$ cat config.mk
export PLATFORM = sky130hd
export DESIGN_NAME = sdasp_top
export DESIGN_NICKNAME = d
export VERILOG_FILES = /design/src/sdasp_pkg.sv /design/src/sdasp_sync.sv /design/src/sdasp_top.sv
export SDC_FILE = /design/constraint.sdc
export NUM_CORES = 1
export LEC_CHECK = 0
export BUFFER_PORTS_ARGS = -buffer_cell sky130_fd_sc_hd__buf_2
export CAP_MARGIN = 20
export CELL_PAD_IN_SITES_DETAIL_PLACEMENT = 0
export CELL_PAD_IN_SITES_GLOBAL_PLACEMENT = 1
export CORE_MARGIN = 2
export CORE_UTILIZATION = 40
export DETAILED_ROUTE_END_ITERATION = 16
export GPL_TIMING_DRIVEN = 0
export PLACE_DENSITY_LB_ADDON = 0.08
export SLEW_MARGIN = 30
export SYNTH_ARGS = -nofsm -noshare
export SYNTH_HDL_FRONTEND = slang
export SYNTH_HIERARCHICAL = 1
export SYNTH_SLANG_ARGS = --single-unit
$ cat constraint.sdc
create_clock -name clk_i -period 7.8 [get_ports clk_i]
set_input_delay 0.39 -clock clk_i [delete_from_list [all_inputs] [get_ports clk_i]]
set_output_delay 0.39 -clock clk_i [all_outputs]
set_load 0.02 [all_outputs]
$ cat src/sdasp_pkg.sv
// constants of the stereo serial audio receive port: register indices, field places,
// reset values, format and word-length codes.
// assumes a 32-bit classic wishbone slave with one register per aligned word.
package sdasp_pkg;
   // register indices; the byte address is four times the index
   localparam logic [7:0] IDX_IFACE  = 8'h1B;   // format, width, clock directions
   localparam logic [7:0] IDX_OFFSET = 8'h1C;   // data offset in bit clocks
   localparam logic [7:0] IDX_CLKCTL = 8'h1D;   // bit-clock inversion, keep running
   localparam logic [7:0] IDX_BDIV   = 8'h1E;   // bit-clock divider
   localparam logic [7:0] IDX_SEL    = 8'h20;   // primary / secondary select
   localparam logic [7:0] IDX_ROUTE  = 8'h21;   // output clock sources
   localparam logic [7:0] IDX_FRAME  = 8'h22;   // bit clocks per generated frame
   localparam logic [7:0] IDX_POWER  = 8'h23;   // converter power
   localparam logic [7:0] IDX_STATUS = 8'h24;   // frame count and running flag
   localparam logic [7:0] IDX_LEFT   = 8'h25;   // last left sample
   localparam logic [7:0] IDX_RIGHT  = 8'h26;   // last right sample
   localparam int ADR_LSB = 2;
   // field positions
   localparam int F_FMT_LO   = 6;
   localparam int F_WLEN_LO  = 4;
   localparam int F_BCLK_DIR = 3;
   localparam int F_WCLK_DIR = 2;
   localparam int F_PULSE    = 0;
   localparam int F_INV      = 3;
   localparam int F_KEEP     = 2;
   localparam int F_BDIV_EN  = 7;
   localparam int F_DIN_SEL  = 0;
   localparam int F_WSRC_LO  = 4;
   localparam int F_BSRC     = 7;
   localparam int F_PWR      = 0;
   // reset values
   localparam logic [7:0] RST_IFACE  = 8'h00;
   localparam logic [7:0] RST_OFFSET = 8'h00;
   localparam logic [7:0] RST_CLKCTL = 8'h00;
   localparam logic [7:0] RST_BDIV   = 8'h01;
   localparam logic [7:0] RST_SEL    = 8'h00;
   localparam logic [7:0] RST_ROUTE  = 8'h00;
   localparam logic [7:0] RST_FRAME  = 8'h40;
   localparam logic [7:0] RST_POWER  = 8'h00;
   // frame formats
   typedef enum logic [1:0] {
      FMT_I2S = 2'b00,
      FMT_DSP = 2'b01,
      FMT_RJ  = 2'b10,
      FMT_LJ  = 2'b11
   } sdasp_fmt_t;
   // word-length codes and widths
   localparam logic [5:0] WLEN_16 = 6'h10;
   localparam logic [5:0] WLEN_20 = 6'h14;
   localparam logic [5:0] WLEN_24 = 6'h18;
   localparam logic [5:0] WLEN_32 = 6'h20;
   // secondary word clock as primary word clock source
   localparam logic [1:0] WSRC_SEC = 2'b01;
endpackage

$ cat src/sdasp_sync.sv
// two-stage synchroniser for a group of pin levels.
// assumes the inputs are asynchronous to clk_i.
`timescale 1ns/100ps
module sdasp_sync #(
   parameter int WIDTH = 1
) (
   // clock and reset
   input  wire logic             clk_i,
   input  wire logic             rst_i,
   // levels
   input  wire logic [WIDTH-1:0] async_i,
   output logic      [WIDTH-1:0] sync_o
);
   logic [WIDTH-1:0] meta;

   always_ff @(posedge clk_i) begin
      if (rst_i) begin
         meta   <= '0;
         sync_o <= '0;
      end else begin
         meta   <= async_i;
         sync_o <= meta;
      end
   end
endmodule // sdasp_sync

$ cat src/sdasp_top.sv
// stereo serial audio receive port with clock generation and a wishbone register file.
// assumes a single 25 MHz clock; all serial pins are asynchronous and are synchronised.
//
// Functional notes
// - two-bit width field picks 16, 20, 24 or 32 bit samples.
// - samples travel most significant bit first in every format.
// - word clock and bit clock directions are set separately.
// - word clock marks frame start, pulse or square, at sample rate.
// - generated bit clock pulse count per frame follows the frame register.
// - first data bit is delayed by a programmable number of bit clocks, except in right-justified format.
// - one control bit inverts the receiver's bit-clock polarity in every format.
// - generated clocks run only while powered, unless kept running.
// - right-justified: LSB on last rising edge before word-clock edge.
// - left-justified: MSB on first rising edge after word-clock edge.
// - I2S: MSB on second rising edge after word-clock edge.
// - DSP: word-clock fall starts left then right, falling-edge data.
// - primary or secondary interface, one at a time, by configuration.
// - driven word clock comes from sample rate or secondary word clock.
// - with direction bit clear the word clock pin is an input.
// - bit-clock divider is seven bits, ratios 1 to 128.
// - select bit routes primary or secondary data to the receiver.
`timescale 1ns/100ps
module sdasp_top (
   // clock and reset
   input  wire logic        clk_i,
   input  wire logic        rst_i,
   // wishbone slave
   input  wire logic        cyc_i,
   input  wire logic        stb_i,
   input  wire logic        we_i,
   input  wire logic [7:0]  adr_i,
   input  wire logic [3:0]  sel_i,
   input  wire logic [31:0] dat_i,
   output logic      [31:0] dat_o,
   output logic             ack_o,
   // primary serial pins
   input  wire logic        bclk_i,
   output logic             bclk_o,
   output logic             bclk_oe_o,
   input  wire logic        wclk_i,
   output logic             wclk_o,
   output logic             wclk_oe_o,
   input  wire logic        din_i,
   // secondary serial inputs
   input  wire logic        sec_bclk_i,
   input  wire logic        sec_wclk_i,
   input  wire logic        sec_din_i,
   // received samples
   output logic      [31:0] left_o,
   output logic      [31:0] right_o,
   output logic             sample_valid_o
);
   ////////////////////////////////////////////////////////////////////////////////////////
   // registers
   logic [7:0]  reg_iface;
   logic [7:0]  reg_offset;
   logic [7:0]  reg_clkctl;
   logic [7:0]  reg_bdiv;
   logic [7:0]  reg_sel;
   logic [7:0]  reg_route;
   logic [7:0]  reg_frame;
   logic [7:0]  reg_power;
   logic [15:0] frame_cnt;
   logic [7:0]  idx;
   logic        wr_now;
   logic [31:0] next_dat;
   logic        run;

   localparam int ADR_LSB_W = sdasp_pkg::ADR_LSB;
   assign idx    = {2'b00, adr_i[7:ADR_LSB_W]};
   // the write lands on the edge where the master sees ack
   assign wr_now = cyc_i & stb_i & we_i & ack_o & sel_i[0];

   always_ff @(posedge clk_i) begin
      if (rst_i) begin
         ack_o <= 1'b0;
      end else begin
         ack_o <= cyc_i & stb_i & ~ack_o;
      end
   end

   always_ff @(posedge clk_i) begin
      if (rst_i) begin
         reg_iface  <= sdasp_pkg::RST_IFACE;
         reg_offset <= sdasp_pkg::RST_OFFSET;
         reg_clkctl <= sdasp_pkg::RST_CLKCTL;
         reg_bdiv   <= sdasp_pkg::RST_BDIV;
         reg_sel    <= sdasp_pkg::RST_SEL;
         reg_route  <= sdasp_pkg::RST_ROUTE;
         reg_frame  <= sdasp_pkg::RST_FRAME;
         reg_power  <= sdasp_pkg::RST_POWER;
      end else if (wr_now) begin
         case (idx)
            sdasp_pkg::IDX_IFACE:  reg_iface  <= dat_i[7:0];
            sdasp_pkg::IDX_OFFSET: reg_offset <= dat_i[7:0];
            sdasp_pkg::IDX_CLKCTL: reg_clkctl <= dat_i[7:0];
            sdasp_pkg::IDX_BDIV:   reg_bdiv   <= dat_i[7:0];
            sdasp_pkg::IDX_SEL:    reg_sel    <= dat_i[7:0];
            sdasp_pkg::IDX_ROUTE:  reg_route  <= dat_i[7:0];
            sdasp_pkg::IDX_FRAME:  reg_frame  <= dat_i[7:0];
            sdasp_pkg::IDX_POWER:  reg_power  <= dat_i[7:0];
            default: ;
         endcase
      end
   end

   always_comb begin
      next_dat = '0;
      case (idx)
         sdasp_pkg::IDX_IFACE:  next_dat[7:0] = reg_iface;
         sdasp_pkg::IDX_OFFSET: next_dat[7:0] = reg_offset;
         sdasp_pkg::IDX_CLKCTL: next_dat[7:0] = reg_clkctl;
         sdasp_pkg::IDX_BDIV:   next_dat[7:0] = reg_bdiv;
         sdasp_pkg::IDX_SEL:    next_dat[7:0] = reg_sel;
         sdasp_pkg::IDX_ROUTE:  next_dat[7:0] = reg_route;
         sdasp_pkg::IDX_FRAME:  next_dat[7:0] = reg_frame;
         sdasp_pkg::IDX_POWER:  next_dat[7:0] = reg_power;
         sdasp_pkg::IDX_STATUS: next_dat = {frame_cnt, 15'h0000, run};
         sdasp_pkg::IDX_LEFT:   next_dat = left_o;
         sdasp_pkg::IDX_RIGHT:  next_dat = right_o;
         default:               next_dat = '0;
      endcase
   end

   always_ff @(posedge clk_i) begin
      if (rst_i) begin
         dat_o <= '0;
      end else if (cyc_i & stb_i & ~ack_o) begin
         dat_o <= next_dat;
      end
   end

   ////////////////////////////////////////////////////////////////////////////////////////
   // field decode
   sdasp_pkg::sdasp_fmt_t fmt;
   logic [5:0]  wlen;
   logic        bclk_inv;
   logic        din_sel;

   assign fmt      = sdasp_pkg::sdasp_fmt_t'(reg_iface[sdasp_pkg::F_FMT_LO +: 2]);
   assign bclk_inv = reg_clkctl[sdasp_pkg::F_INV];
   assign din_sel  = reg_sel[sdasp_pkg::F_DIN_SEL];
   // clocks stop with the converter unless kept running
   assign run = reg_bdiv[sdasp_pkg::F_BDIV_EN] &
                (reg_power[sdasp_pkg::F_PWR] | reg_clkctl[sdasp_pkg::F_KEEP]);

   always_comb begin
      case (reg_iface[sdasp_pkg::F_WLEN_LO +: 2])
         2'b00:   wlen = sdasp_pkg::WLEN_16;
         2'b01:   wlen = sdasp_pkg::WLEN_20;
         2'b10:   wlen = sdasp_pkg::WLEN_24;
         default: wlen = sdasp_pkg::WLEN_32;
      endcase
   end

   ////////////////////////////////////////////////////////////////////////////////////////
   // pin synchronisers
   logic [5:0] pins_s;
   logic       p_bclk;
   logic       p_wclk;
   logic       p_din;
   logic       s_bclk;
   logic       s_wclk;
   logic       s_din;

   sdasp_sync #(.WIDTH(6)) u_sync (
      .clk_i  (clk_i),
      .rst_i  (rst_i),
      .async_i({sec_din_i, sec_wclk_i, sec_bclk_i, din_i, wclk_i, bclk_i}),
      .sync_o (pins_s)
   );
   assign {s_din, s_wclk, s_bclk, p_din, p_wclk, p_bclk} = pins_s;

   ////////////////////////////////////////////////////////////////////////////////////////
   // clock generation: the bit clock toggles every divider count, so one bit clock
   // period is twice the ratio in system clocks; a 25 MHz clock needs no finer step
   logic [6:0] div_cnt;
   logic       bclk_int;
   logic [7:0] fcnt;
   logic       wclk_int;
   logic [8:0] frame_len;
   logic [8:0] half_len_gen;
   logic       bclk_fall;

   assign frame_len    = (reg_frame == 8'h00) ? 9'h100 : {1'b0, reg_frame};
   assign half_len_gen = frame_len >> 1;
   assign bclk_fall    = bclk_int & (div_cnt == (reg_bdiv[6:0] - 7'h01));

   always_ff @(posedge clk_i) begin
      if (rst_i || !run) begin
         div_cnt  <= '0;
         bclk_int <= 1'b0;
      end else if (div_cnt == (reg_bdiv[6:0] - 7'h01)) begin
         div_cnt  <= '0;
         bclk_int <= ~bclk_int;
      end else begin
         div_cnt <= div_cnt + 7'h01;
      end
   end

   // frame counter advances on each generated bit-clock fall
   always_ff @(posedge clk_i) begin
      if (rst_i || !run) begin
         fcnt <= '0;
      end else if (bclk_fall) begin
         fcnt <= ({1'b0, fcnt} == frame_len - 9'h001) ? 8'h00 : fcnt + 8'h01;
      end
   end

   always_ff @(posedge clk_i) begin
      if (rst_i || !run) begin
         wclk_int <= 1'b0;
      end else if (reg_iface[sdasp_pkg::F_PULSE]) begin
         wclk_int <= (fcnt == 8'h00);
      end else begin
         wclk_int <= ({1'b0, fcnt} < half_len_gen);
      end
   end

   always_ff @(posedge clk_i) begin
      if (rst_i) begin
         bclk_o    <= 1'b0;
         bclk_oe_o <= 1'b0;
         wclk_o    <= 1'b0;
         wclk_oe_o <= 1'b0;
      end else begin
         bclk_o    <= reg_route[sdasp_pkg::F_BSRC] ? s_bclk : bclk_int;
         bclk_oe_o <= reg_iface[sdasp_pkg::F_BCLK_DIR];
         wclk_o    <= (reg_route[sdasp_pkg::F_WSRC_LO +: 2] == sdasp_pkg::WSRC_SEC) ?
                      s_wclk : wclk_int;
         wclk_oe_o <= reg_iface[sdasp_pkg::F_WCLK_DIR];
      end
   end

   ////////////////////////////////////////////////////////////////////////////////////////
   // receiver: the driven pins read back through the pad, so master and slave
   // share one path
   logic       r_bclk;
   logic       r_wclk;
   logic       r_din;
   logic       bclk_eff;
   logic       bclk_prev;
   logic       cap;
   logic       wclk_prev;
   logic       restart;
   logic [8:0] bcnt;
   logic [8:0] half_len;
   logic [9:0] pos;
   logic [9:0] start;
   logic [9:0] k;
   logic       right_ch;
   logic       in_word;
   logic       last_bit;
   logic [31:0] shreg;
   logic [31:0] next_shreg;

   assign r_bclk   = din_sel ? s_bclk : p_bclk;
   assign r_wclk   = din_sel ? s_wclk : p_wclk;
   assign r_din    = din_sel ? s_din  : p_din;
   // dsp captures on the falling edge, hence one more inversion
   assign bclk_eff = r_bclk ^ bclk_inv ^ (fmt == sdasp_pkg::FMT_DSP);
   assign cap      = bclk_eff & ~bclk_prev;
   assign restart  = (fmt == sdasp_pkg::FMT_DSP) ? (wclk_prev & ~r_wclk)
                                                 : (wclk_prev ^ r_wclk);
   assign pos      = restart ? 10'h000 : {1'b0, bcnt} + 10'h001;

   always_comb begin
      start    = {2'b00, reg_offset};
      right_ch = ~r_wclk;
      case (fmt)
         sdasp_pkg::FMT_I2S: begin
            start    = {2'b00, reg_offset} + 10'h001;
            right_ch = r_wclk;
         end
         sdasp_pkg::FMT_LJ: begin
            start    = {2'b00, reg_offset};
         end
         sdasp_pkg::FMT_RJ: begin
            start    = {1'b0, half_len} - {4'h0, wlen};
         end
         sdasp_pkg::FMT_DSP: begin
            right_ch = (pos >= {2'b00, reg_offset} + {4'h0, wlen});
            start    = {2'b00, reg_offset} + (right_ch ? {4'h0, wlen} : 10'h000);
         end
         default: ;
      endcase
   end

   assign k          = pos - start;
   assign in_word    = (pos >= start) && (k < {4'h0, wlen});
   assign last_bit   = in_word && (k == {4'h0, wlen} - 10'h001);
   assign next_shreg = {shreg[30:0], r_din};

   always_ff @(posedge clk_i) begin
      if (rst_i) begin
         bclk_prev <= 1'b0;
         wclk_prev <= 1'b0;
      end else begin
         bclk_prev <= bclk_eff;
         if (cap) begin
            wclk_prev <= r_wclk;
         end
      end
   end

   // the last half length sets where a right-justified word must start
   always_ff @(posedge clk_i) begin
      if (rst_i) begin
         bcnt     <= '0;
         half_len <= '0;
      end else if (cap) begin
         if (restart) begin
            half_len <= bcnt + 9'h001;
            bcnt     <= '0;
         end else if (bcnt != 9'h1FF) begin
            bcnt <= bcnt + 9'h001;
         end
      end
   end

   always_ff @(posedge clk_i) begin
      if (rst_i) begin
         shreg <= '0;
      end else if (cap && in_word) begin
         shreg <= (k == 10'h000) ? {31'h00000000, r_din} : next_shreg;
      end
   end

   always_ff @(posedge clk_i) begin
      if (rst_i) begin
         left_o         <= '0;
         right_o        <= '0;
         sample_valid_o <= 1'b0;
         frame_cnt      <= '0;
      end else begin
         sample_valid_o <= 1'b0;
         if (cap && last_bit) begin
            if (right_ch) begin
               right_o        <= next_shreg;
               sample_valid_o <= 1'b1;
               frame_cnt      <= frame_cnt + 16'h0001;
            end else begin
               left_o <= next_shreg;
            end
         end
      end
   end
endmodule // sdasp_top

==> results of run 1 <==
flip-flops by register name (all words and copies together), names as in the netlist, 7 cells and up:
name,flops
left_o,32
reg_sel,8
half_len,9
frame_cnt,16
reg_power,8
reg_iface,8
reg_clkctl,8
reg_bdiv,8
reg_route,8
reg_offset,8
right_o,32
dat_o,32
bcnt,9
shreg,31
div_cnt,7
fcnt,8
reg_frame,8
metrics by stage:
stage / hold slack, ns / TNS, ns / setup slack, ns
after global routing: 0.01634 / -0.05006 / -0.02125
after CTS: 0.0003592 / 0 / 0.004347
after floorplan: 0.4148 / 0 / 0.5250
final: 0.02305 / 0 / 0.3195
after global placement: 0.4327 / -113.87 / -1.272
after detailed placement: 0.4345 / -102.87 / -1.164
path summary, 6_finish.rpt:
path	startpoint	endpoint
min reg2reg	u_sync/meta[4]	u_sync/sync_o[4]
min	bclk_i	u_sync/meta[0]
max reg2reg	reg_iface[4]	frame_cnt[11]
max	reg_iface[4]	frame_cnt[11]
cells by family after synthesis:
family,synth area share
AOI/OAI and AO/OA,0.1760
muxes,0.07949
buffers and inverters,0.04344
adders and majority gates,0.06147
DFF,0.3976
and+or+nand+nor,0.2050
xor gates and xnor gates,0.03700
where the power goes:
group | internal [uW] | switching [uW]
combinational | 55.0 | 122
clock | 801 | 587
sequential | 1340 | 4.72
per-layer routing:
layer / wire (um) / up-vias / share of wire
met2: 19370 / 328 / 0.45
met3: 2729 / 44 / 0.063
li1: - / 5838 / -
met5: 0 / - / 0
met4: 723 / 0 / 0.017
met1: 20160 / 5683 / 0.47
cell usage in the layout (no fill, tap or decap), types with 11 or more instances in the layout:
cell type  netlist  final
o21ai_0         47     42
nor2b_1         15     14
inv_1           43     42
a211oi_1        12     11
a21o_1          17     17
a22oi_1         76     76
xnor2_1         34     34
a21oi_1        112    109
buf_2            5    123
o31ai_1         13     12
nor2_1         196    195
and3_1          15     14
clkbuf_1        89     88
clkbuf_16        0     30
and2_1          19     19
o21a_1          11     11
mux2i_1         89     88
nor3_1          27     24
nand2_1        158    158
xor2_1          14     14
or4_1           13     11
nand4_1         11     11
nand3_1         58     58
dfxtp_1        262    259
ha_1            60     49
buf_4            1     17
timing repair:
item | 4_1_cts | 5_1_grt
resized for setup | 35 | 31
setup buffers | 10 | 5
setup endpoints to repair | 112 | 106
hold endpoints to repair | 1 | 1
hold buffers | 1 | 1
pin swaps | 8 | 10
cloned | 0 | 0
worst max-delay path: cells and delay by family (launching register included):
| kind | cells | cell delay, ns |
|---|---|---|
| DFF | 1 | 0.41 |
| adders and majority gates | 6 | 1.51 |
| xor gates and xnor gates | 1 | 0.20 |
| AOI/OAI and AO/OA | 15 | 3.23 |
| buffers and inverters | 3 | 0.37 |
| and+or+nand+nor | 7 | 1.68 |
final cells by class:
cell class	count	area share
Sequential cell	262	0.3334
Multi-Input combinational cell	1136	0.4856
Buffer	101	0.02692
Tap cell	442	0.03509
Timing Repair Buffer	137	0.04684
Inverter	43	0.01048
Clock buffer	45	0.05502
Clock inverter	11	0.006669
==> metrics.txt, run 1 <==
routability cong. 0.8482; met3 GRT Util 0.04559; clk root buf clkbuf_16; Critical Path AT 8.00 ns; global-route wire length before repair between 60 and 70 mm; Final setup viols 0; critical path's largest stage delay 0.55 ns; Worst Path Required about 8.3 ns; Reg2Reg Depth 32; crit path capture type register; cts bufs inserted 30; final wirelength 42.99 mm; Crit Path Class register to register; overall power a little under 3000 uW; Final Core Density 0.4843; outcome finished clean; register clock-pin slew on the reported worst setup and hold paths around 0.06 ns; Lkg Pwr slightly above 0.006 uW; Max Cap Violations 0; crit path max fanout 10; detailed-route DRC error count 0; Synth Warn # 6; All-Layer GR Usage 0.2459; Mapped Cells about 1.5k; multi-input logic area 7652 um2; Seq/Total Area, Yosys 0.3976; die area between 30000 and 40000 um2; Hold Fails Final Rpt 0; drt via density approximately 5.5; Final nets roughly 1.8k; fill cell count 3297; Peak VDD IR ~180 uV; Clock Latency Late Sink approximately 0.59 ns; vias in the first global route roughly 11k; die width around 190 um; Reg area roughly 5300 um2; pin count of the biggest net entering global routing 18; post-DR wirelength/cell 19.75 um; CTS tree done; top post-synthesis cells by count 262 x dfxtp_1, 196 x nor2_1, 158 x nand2_1; ys flop type dfxtp_1; Max Root-Sink Buffers 3; TritonRoute pass-1 iters 8; FF+latch count, synth 262; Placeable Area 32540 um2; fin. max-slew vios 0; post-synth top area cell dfxtp_1; Fmax achieved 133.7 MHz; asr flop ratio synth 0; initial antenna violation count 1; M2 GR Usage 0.3927; FP Rows 66; Design Area, Final 15760 um2; Non-Filler Instances ~2.2k; clock skew 0.03996 ns; Slew @ Worst Pin 0.8614 ns; hpwl dp around 32 mm; Layout area overhead 19.47%; DR iter-0 viols 760; remaining global-route overflow 0; syn_nets approximately 1.7k; P per Cell Area around 180 nW/um2; IO Count 157; Hold Path Class input port to register; Slowest-stage cell, CP or4_4; top post-synthesis cells by area dfxtp_1 40%, mux2i_1 6.8%, ha_1 5.7%, nor2_1 5.6%, nand2_1 4.5%; Initial Util 0.4054; Tcrit/Tclk final 0.9590; CTS HTree Levels 1; Post-synth EDFFs 0; antenna fix cells 0; layout cell share with drive strength beyond 1 0.1562; crit-path most repeated cell ha_4; syn_area_per_cell between 8 and 9 um2; Startpoint Class register; Yosys top cell area share 0.3976; worst hold path depth 2; worst rel slew slack 0.4196; fin crit period roughly 7.5 ns; r2r setup slk around 0.32 ns; clk sinks roughly 260; # placed instances around 2.1k; DRT antenna net count 0; busiest grt layer met2; port bufs approximately 120; Die Span Y ~190 um; post-synth cell types 77; met1 Use GR 0.3465; most frequent cell after synthesis dfxtp_1; Netlist Area Pre-Place 13190 um2; vias post-DR 11.89k; Placed Area about 14000 um2
No activity file was read; power rests on OpenSTA's default activity.
==> inputs of run 2 (changes only) <==
- clock period: 7.8 -> 6.5 ns (I/O delays scaled with it)
==> metrics.txt, run 2 (same netlist as run 1, synthesis figures left out) <==
All-Layer GR Usage 0.2578 (was 0.2459); layout cell share with drive strength beyond 1 0.2427 (was 0.1562); dpl ws -1.766 ns (was -1.164 ns); hold_sp dat_i[6] (was bclk_i); Max Cap Violations 0 (unchanged); vias in the first global route 11.67k (was 11.06k); failing checks negative setup slack; vias post-DR 12.19k (was 11.89k); die width 185.6 um (unchanged); DRT antenna net count 0 (unchanged); Slew @ Worst Pin 0.9937 ns (was 0.8614 ns); initial antenna violation count 0 (was 1); P per Cell Area 213.9 nW/um2 (was 185.0 nW/um2); combinational power share 0.070 (was 0.061); Worst Path Required 6.98 ns (was 8.32 ns); crit path capture type register (unchanged); port bufs 118 (unchanged); fin crit period 7.136 ns (was 7.481 ns); clk sinks 262 (unchanged); outcome complete, but fails checks (was finished clean); antenna fix cells 0 (unchanged); CP Buf/Inv Count 3 (unchanged); clk root buf clkbuf_16 (unchanged); crit path from reg_iface[4] (unchanged); RR Startpoint reg_iface[4] (unchanged); Slowest-stage cell, CP or4_4 (unchanged); CTS HTree Levels 1 (unchanged); FP Rows 66 (unchanged); r2r setup slk -0.64 ns (was 0.32 ns); Crit Path Class register to register (unchanged); most frequent cells in the layout 259 x dfxtp_1, 194 x nor2_1, 136 x nand2_1 (was 259 x dfxtp_1, 195 x nor2_1, 158 x nand2_1); Final setup viols 112 (was 0); Placeable Area 32540 um2 (unchanged); Max Root-Sink Buffers 3 (unchanged); crit path max fanout 5 (was 10); CTS tree done (unchanged); hpwl dp 32.16 mm (was 31.67 mm); fin. max-slew vios 0 (unchanged); die area 34440 um2 (unchanged); pin count of the biggest net entering global routing 17 (was 18); Final Core Density 0.5300 (was 0.4843); Final nets 1883 (was 1829); P_int 2815 uW (was 2201 uW); drt via density 5.468 (was 5.463); Tcrit/Tclk final 1.098 (was 0.9590); Fmax achieved 140.1 MHz (was 133.7 MHz); global-route wire length before repair 68.73 mm (was 65.29 mm); crit-path most repeated cell ha_4 (unchanged); post-DR wirelength/cell 20.17 um (was 19.75 um); routability cong. 0.8327 (was 0.8482); TritonRoute pass-1 iters 5 (was 8); critical path's largest stage delay 0.53 ns (was 0.55 ns); Clock Latency Late Sink 0.58 ns (was 0.59 ns); clock skew 0.03536 ns (was 0.03996 ns); Final WS setup -0.6363 ns (was 0.3195 ns); most common cell after layout, fill and taps aside dfxtp_1 (unchanged); Hold Path Class input port to register (unchanged); Hold Fails Final Rpt 0 (unchanged); RSZ-0062 raised after global routing yes; DR iter-0 viols 750 (was 760); Min Hold Slack 0.1261 ns (was 0.02305 ns); Net Switching 874.1 uW (was 714.1 uW); Die Span Y 185.6 um (unchanged); IO Count 157 (unchanged); worst rel slew slack 0.3324 (was 0.4196); Peak VDD IR 200.6 uV (was 178.8 uV); cts bufs inserted 30 (unchanged); Layout area overhead 30.73% (was 19.47%); remaining global-route overflow 0 (unchanged); critical path's top delay family compound AO/OA/AOI/OAI gates (unchanged); Startpoint Class register (unchanged); Clk pwr share 0.491 (was 0.476); final wirelength 44.97 mm (was 42.99 mm); biggest regs dat_o (32), left_o (32), right_o (32) (unchanged); overall power 3689 uW (was 2915 uW); Sequential Power Share 0.439 (was 0.463); register clock-pin slew on the reported worst setup and hold paths 0.06 ns (about the same); TNS Setup -57.24 ns (was 0 ns); Lkg Pwr 0.006782 uW (was 0.006067 uW); switching part of the total 0.2370 (was 0.2450); detailed-route DRC error count 0 (unchanged); Critical Path AT 7.62 ns (was 8.00 ns); Initial Util 0.4054 (unchanged)
==> run 2: changes by cell type in the layout (fill, tap and decap cells not counted), sizes merged <==
| cell | before | now |
|---|---|---|
| buf | 151 | 203 |
| clkbuf | 129 | 122 |
| bufinv | 1 | 5 |
| dlygate4sd3 | 2 | 6 |
| clkinv | 10 | 9 |
| inv | 42 | 43 |
==> run 2: through the flow <==
stage	instances	area, um2
global route	2230	17240
global placement	2106	14550
detailed placement	2108	14590
floorplan	1546	13410
CTS	2219	16890
finish	2230	17240
==> run 2: power by group through the flow <==
stage / Combinational (uW) / Sequential, uW / Clock, uW
4_1_cts: 243 / 1620 / 1840
5_1_grt: 277 / 1620 / 1910
3_3_place_gp: 204 / 1650 / 0
2_1_floorplan: 129 / 1660 / 0
3_5_place_dp: 207 / 1650 / 0
6_report: 259 / 1620 / 1810
==> run 2: final timing paths <==
check,to,depth (start not counted)
min reg2reg,u_sync/sync_o[0],1
min,reg_bdiv[6],3
max,frame_cnt[9],31
max reg2reg,frame_cnt[9],31
==> run 2: cell type report <==
class                      instances  area [um2]
clock buffer                      40       838.3
tap                              442       553.0
buffer                           101       598.1
fill                            3193       15290
inverter                          43       171.4
clock inverter                    15       231.5
timing repair buffer             191        1351
multi-input combinational       1136        8244
sequential                       262        5256
==> run 2: repair_timing <==
| item | CTS | global route |
|---|---|---|
| endpoints found under the setup margin | 112 | 112 |
| hold buffers | 6 | 0 |
| cloned | 7 | 1 |
| pin swaps | 69 | 59 |
| buffers inserted | 44 | 15 |
| gates resized for setup | 171 | 70 |
| hold endpoints to repair | 6 | 0 |
==> run 2: worst register-to-register path: cells and delay by family, from the launching register on <==
kind | cells | cell delay, ns
buffers and inverters | 3 | 0.34
flip-flops | 1 | 0.39
AO/OA/AOI/OAI | 15 | 3.07
XOR/XNOR | 1 | 0.14
AND/OR/NAND/NOR | 5 | 1.45
adder cells (fa/ha/maj) | 7 | 1.66
==> run 2: metal layers <==
| layer | share of wire | global-route usage | wire [um] |
|---|---|---|---|
| met2 | 0.46 | 0.4233 | 20720 |
| met4 | 0.017 | 0.04976 | 756 |
| met1 | 0.47 | 0.3585 | 21050 |
| met5 | 0 | 0 | 0 |
| met3 | 0.054 | 0.04207 | 2447 |
==> inputs of run 3 (changes only) <==
- RECOVER_POWER: not set -> 100
==> metrics.txt, run 3 (same netlist as run 1, synthesis figures left out) <==
die area 34440 um2 (unchanged); cts bufs inserted 30 (unchanged); layout cell share with drive strength beyond 1 0.1818 (was 0.2427); Clock Latency Late Sink 0.58 ns (about the same); most common cell after layout, fill and taps aside dfxtp_1 (unchanged); critical path's top delay family compound AO/OA/AOI/OAI gates (unchanged); most frequent cells in the layout 259 x dfxtp_1, 194 x nor2_1, 185 x clkbuf_1 (was 259 x dfxtp_1, 194 x nor2_1, 136 x nand2_1); hpwl dp 32.16 mm (unchanged); Initial Util 0.4054 (unchanged); Lkg Pwr 0.006310 uW (was 0.006782 uW); RSZ-0062 raised after global routing yes (unchanged); CP Capture Point frame_cnt[9] (unchanged); outcome complete, but fails checks (unchanged); DR iter-0 viols 728 (was 750); Max Root-Sink Buffers 3 (unchanged); Hold Path Class input port to register (unchanged); IO Count 157 (unchanged); Max Cap Violations 0 (unchanged); final wirelength 44.88 mm (was 44.97 mm); r2r setup slk -0.64 ns (about the same); crit path from reg_iface[4] (unchanged); CTS tree done (unchanged); Placed Area 14590 um2 (unchanged); pin count of the biggest net entering global routing 17 (unchanged); clk root buf clkbuf_16 (unchanged); detailed-route DRC error count 0 (unchanged); Slowest-stage cell, CP or4_4 (unchanged); vias post-DR 12.17k (was 12.19k); vias in the first global route 11.67k (unchanged); biggest regs dat_o (32), left_o (32), right_o (32) (unchanged); FP Rows 66 (unchanged); Startpoint Class register (unchanged); Design Area, Final 17090 um2 (was 17240 um2); TritonRoute pass-1 iters 5 (unchanged); global-route wire length before repair 68.73 mm (unchanged); Placeable Area 32540 um2 (unchanged); CTS HTree Levels 1 (unchanged); post-DR wirelength/cell 20.13 um (was 20.17 um); remaining global-route overflow 0 (unchanged); failing checks negative setup slack (unchanged); initial antenna violation count 0 (unchanged); Reg2Reg Depth 31 (unchanged); multi-input logic area 8220 um2 (was 8244 um2); clk sinks 262 (unchanged); Layout area overhead 29.56% (was 30.73%); CP Buf/Inv Count 3 (unchanged); crit path max fanout 5 (unchanged); Hold Fails Final Rpt 0 (unchanged); worst rel slew slack 0.1713 (was 0.3324); Crit. path cell count 31 (unchanged); crit path capture type register (unchanged); Reg area 5256 um2 (unchanged); RR Endpoint frame_cnt[9] (unchanged); fill cell count 3227 (was 3193); Slew @ Worst Pin 1.232 ns (was 0.9937 ns); Final setup viols 112 (unchanged); P per Cell Area 215.8 nW/um2 (was 213.9 nW/um2); fin crit period 7.142 ns (was 7.136 ns); critical path's largest stage delay 0.53 ns (about the same); Final WS setup -0.6421 ns (was -0.6363 ns); die width 185.6 um (unchanged); antenna fix cells 0 (unchanged); port bufs 118 (unchanged); routability cong. 0.8327 (unchanged); Min Hold Slack 0.1187 ns (was 0.1261 ns); Die Span Y 185.6 um (unchanged); Fmax achieved 140.0 MHz (was 140.1 MHz); Final nets 1883 (unchanged); clock skew 0.03713 ns (was 0.03536 ns); Crit Path Class register to register (unchanged); Peak VDD IR 202.1 uV (was 200.6 uV); Tcrit/Tclk final 1.099 (was 1.098); All-Layer GR Usage 0.2578 (unchanged); drt via density 5.459 (was 5.468); crit-path most repeated cell ha_4 (unchanged); Critical Path AT 7.63 ns (was 7.62 ns); DRT antenna net count 0 (unchanged); fin. max-slew vios 0 (unchanged); Worst Path Required 6.98 ns (about the same); RR Startpoint reg_iface[4] (unchanged); register clock-pin slew on the reported worst setup and hold paths 0.06 ns (about the same)
[run 3: changes by cell type in the layout (fill, tap and decap cells not counted), moves of 2 or more]
cell / delta
nor2b_4: -2
buf_2: -105
clkbuf_1: +109
buf_1: -4
and2_1: -8
and2_0: +8
[run 3: worst register-to-register path, delay by kind of cell (launching register included)]
kind | cells | cell delay (ns)
AOI/OAI and AO/OA | 15 | 3.07
adders and majority gates | 7 | 1.66
and+or+nand+nor | 5 | 1.45
DFF | 1 | 0.40
buffers and inverters | 3 | 0.34
xor gates and xnor gates | 1 | 0.14
[run 3: final cells by class]
| class | count | share of cell area |
|---|---|---|
| tap | 442 | 0.03236 |
| clock inverter | 15 | 0.01355 |
| clock buffer | 40 | 0.04906 |
| sequential | 262 | 0.3076 |
| multi-input combinational | 1136 | 0.4810 |
| timing repair buffer | 191 | 0.07139 |
| buffer | 101 | 0.03500 |
| inverter | 43 | 0.01003 |
[run 3: per-layer routing]
layer / vias to the layer above / wire (um) / GRT usage
met5: - / 0 / 0
met4: 0 / 814 / 0.04976
met3: 59 / 2343 / 0.04207
met2: 306 / 20700 / 0.4233
met1: 5873 / 21030 / 0.3585
li1: 5935 / - / -
[run 3: timing repair]
action | in CTS | in global routing
hold endpoints to repair | 6 | 0
gates cloned | 7 | 1
pin swaps | 69 | 59
setup buffers | 44 | 15
hold buffers | 6 | 0
endpoints found under the setup margin | 112 | 112
resized for setup | 171 | 70
[run 3: how the worst min path moves through the flow]
| stage | from | slack, ns | end | cells past startpoint |
|---|---|---|---|---|
| global route | dat_i[6] | 0.12 | reg_clkctl[6] | 3 |
| global placement | u_sync/meta[1] | 0.43 | u_sync/sync_o[1] | 1 |
| floorplan | u_sync/meta[0] | 0.41 | u_sync/sync_o[0] | 1 |
| CTS | dat_i[6] | 0.1 | reg_bdiv[6] | 3 |
| detailed placement | u_sync/meta[4] | 0.43 | u_sync/sync_o[4] | 1 |
| finish | dat_i[6] | 0.12 | reg_bdiv[6] | 3 |
[run 3: stage by stage]
step                        util  std cells  TNS [ns]  setup slack (ns)  total power, uW
final                     0.5252       2230    -57.61           -0.6421             3688
after global placement    0.4473       2106   -174.77            -1.880             1858
after floorplan                -       1546    -2.020           -0.1212             1786
after CTS                 0.5190       2219    -61.24           -0.7242             3705
after global routing      0.5252       2230    -90.45           -0.9211             3804
after detailed placement  0.4485       2108   -170.29            -1.766             1861
[run 3: report_power, final]
part	leakage [uW]	internal (uW)	total (uW)	switching, uW
Sequential	0.00212	1610	1620	5.18
Combinational	0.00367	94.2	256	162
Clock	0.000525	1110	1810	708
Total	0.00631	2810	3690	876
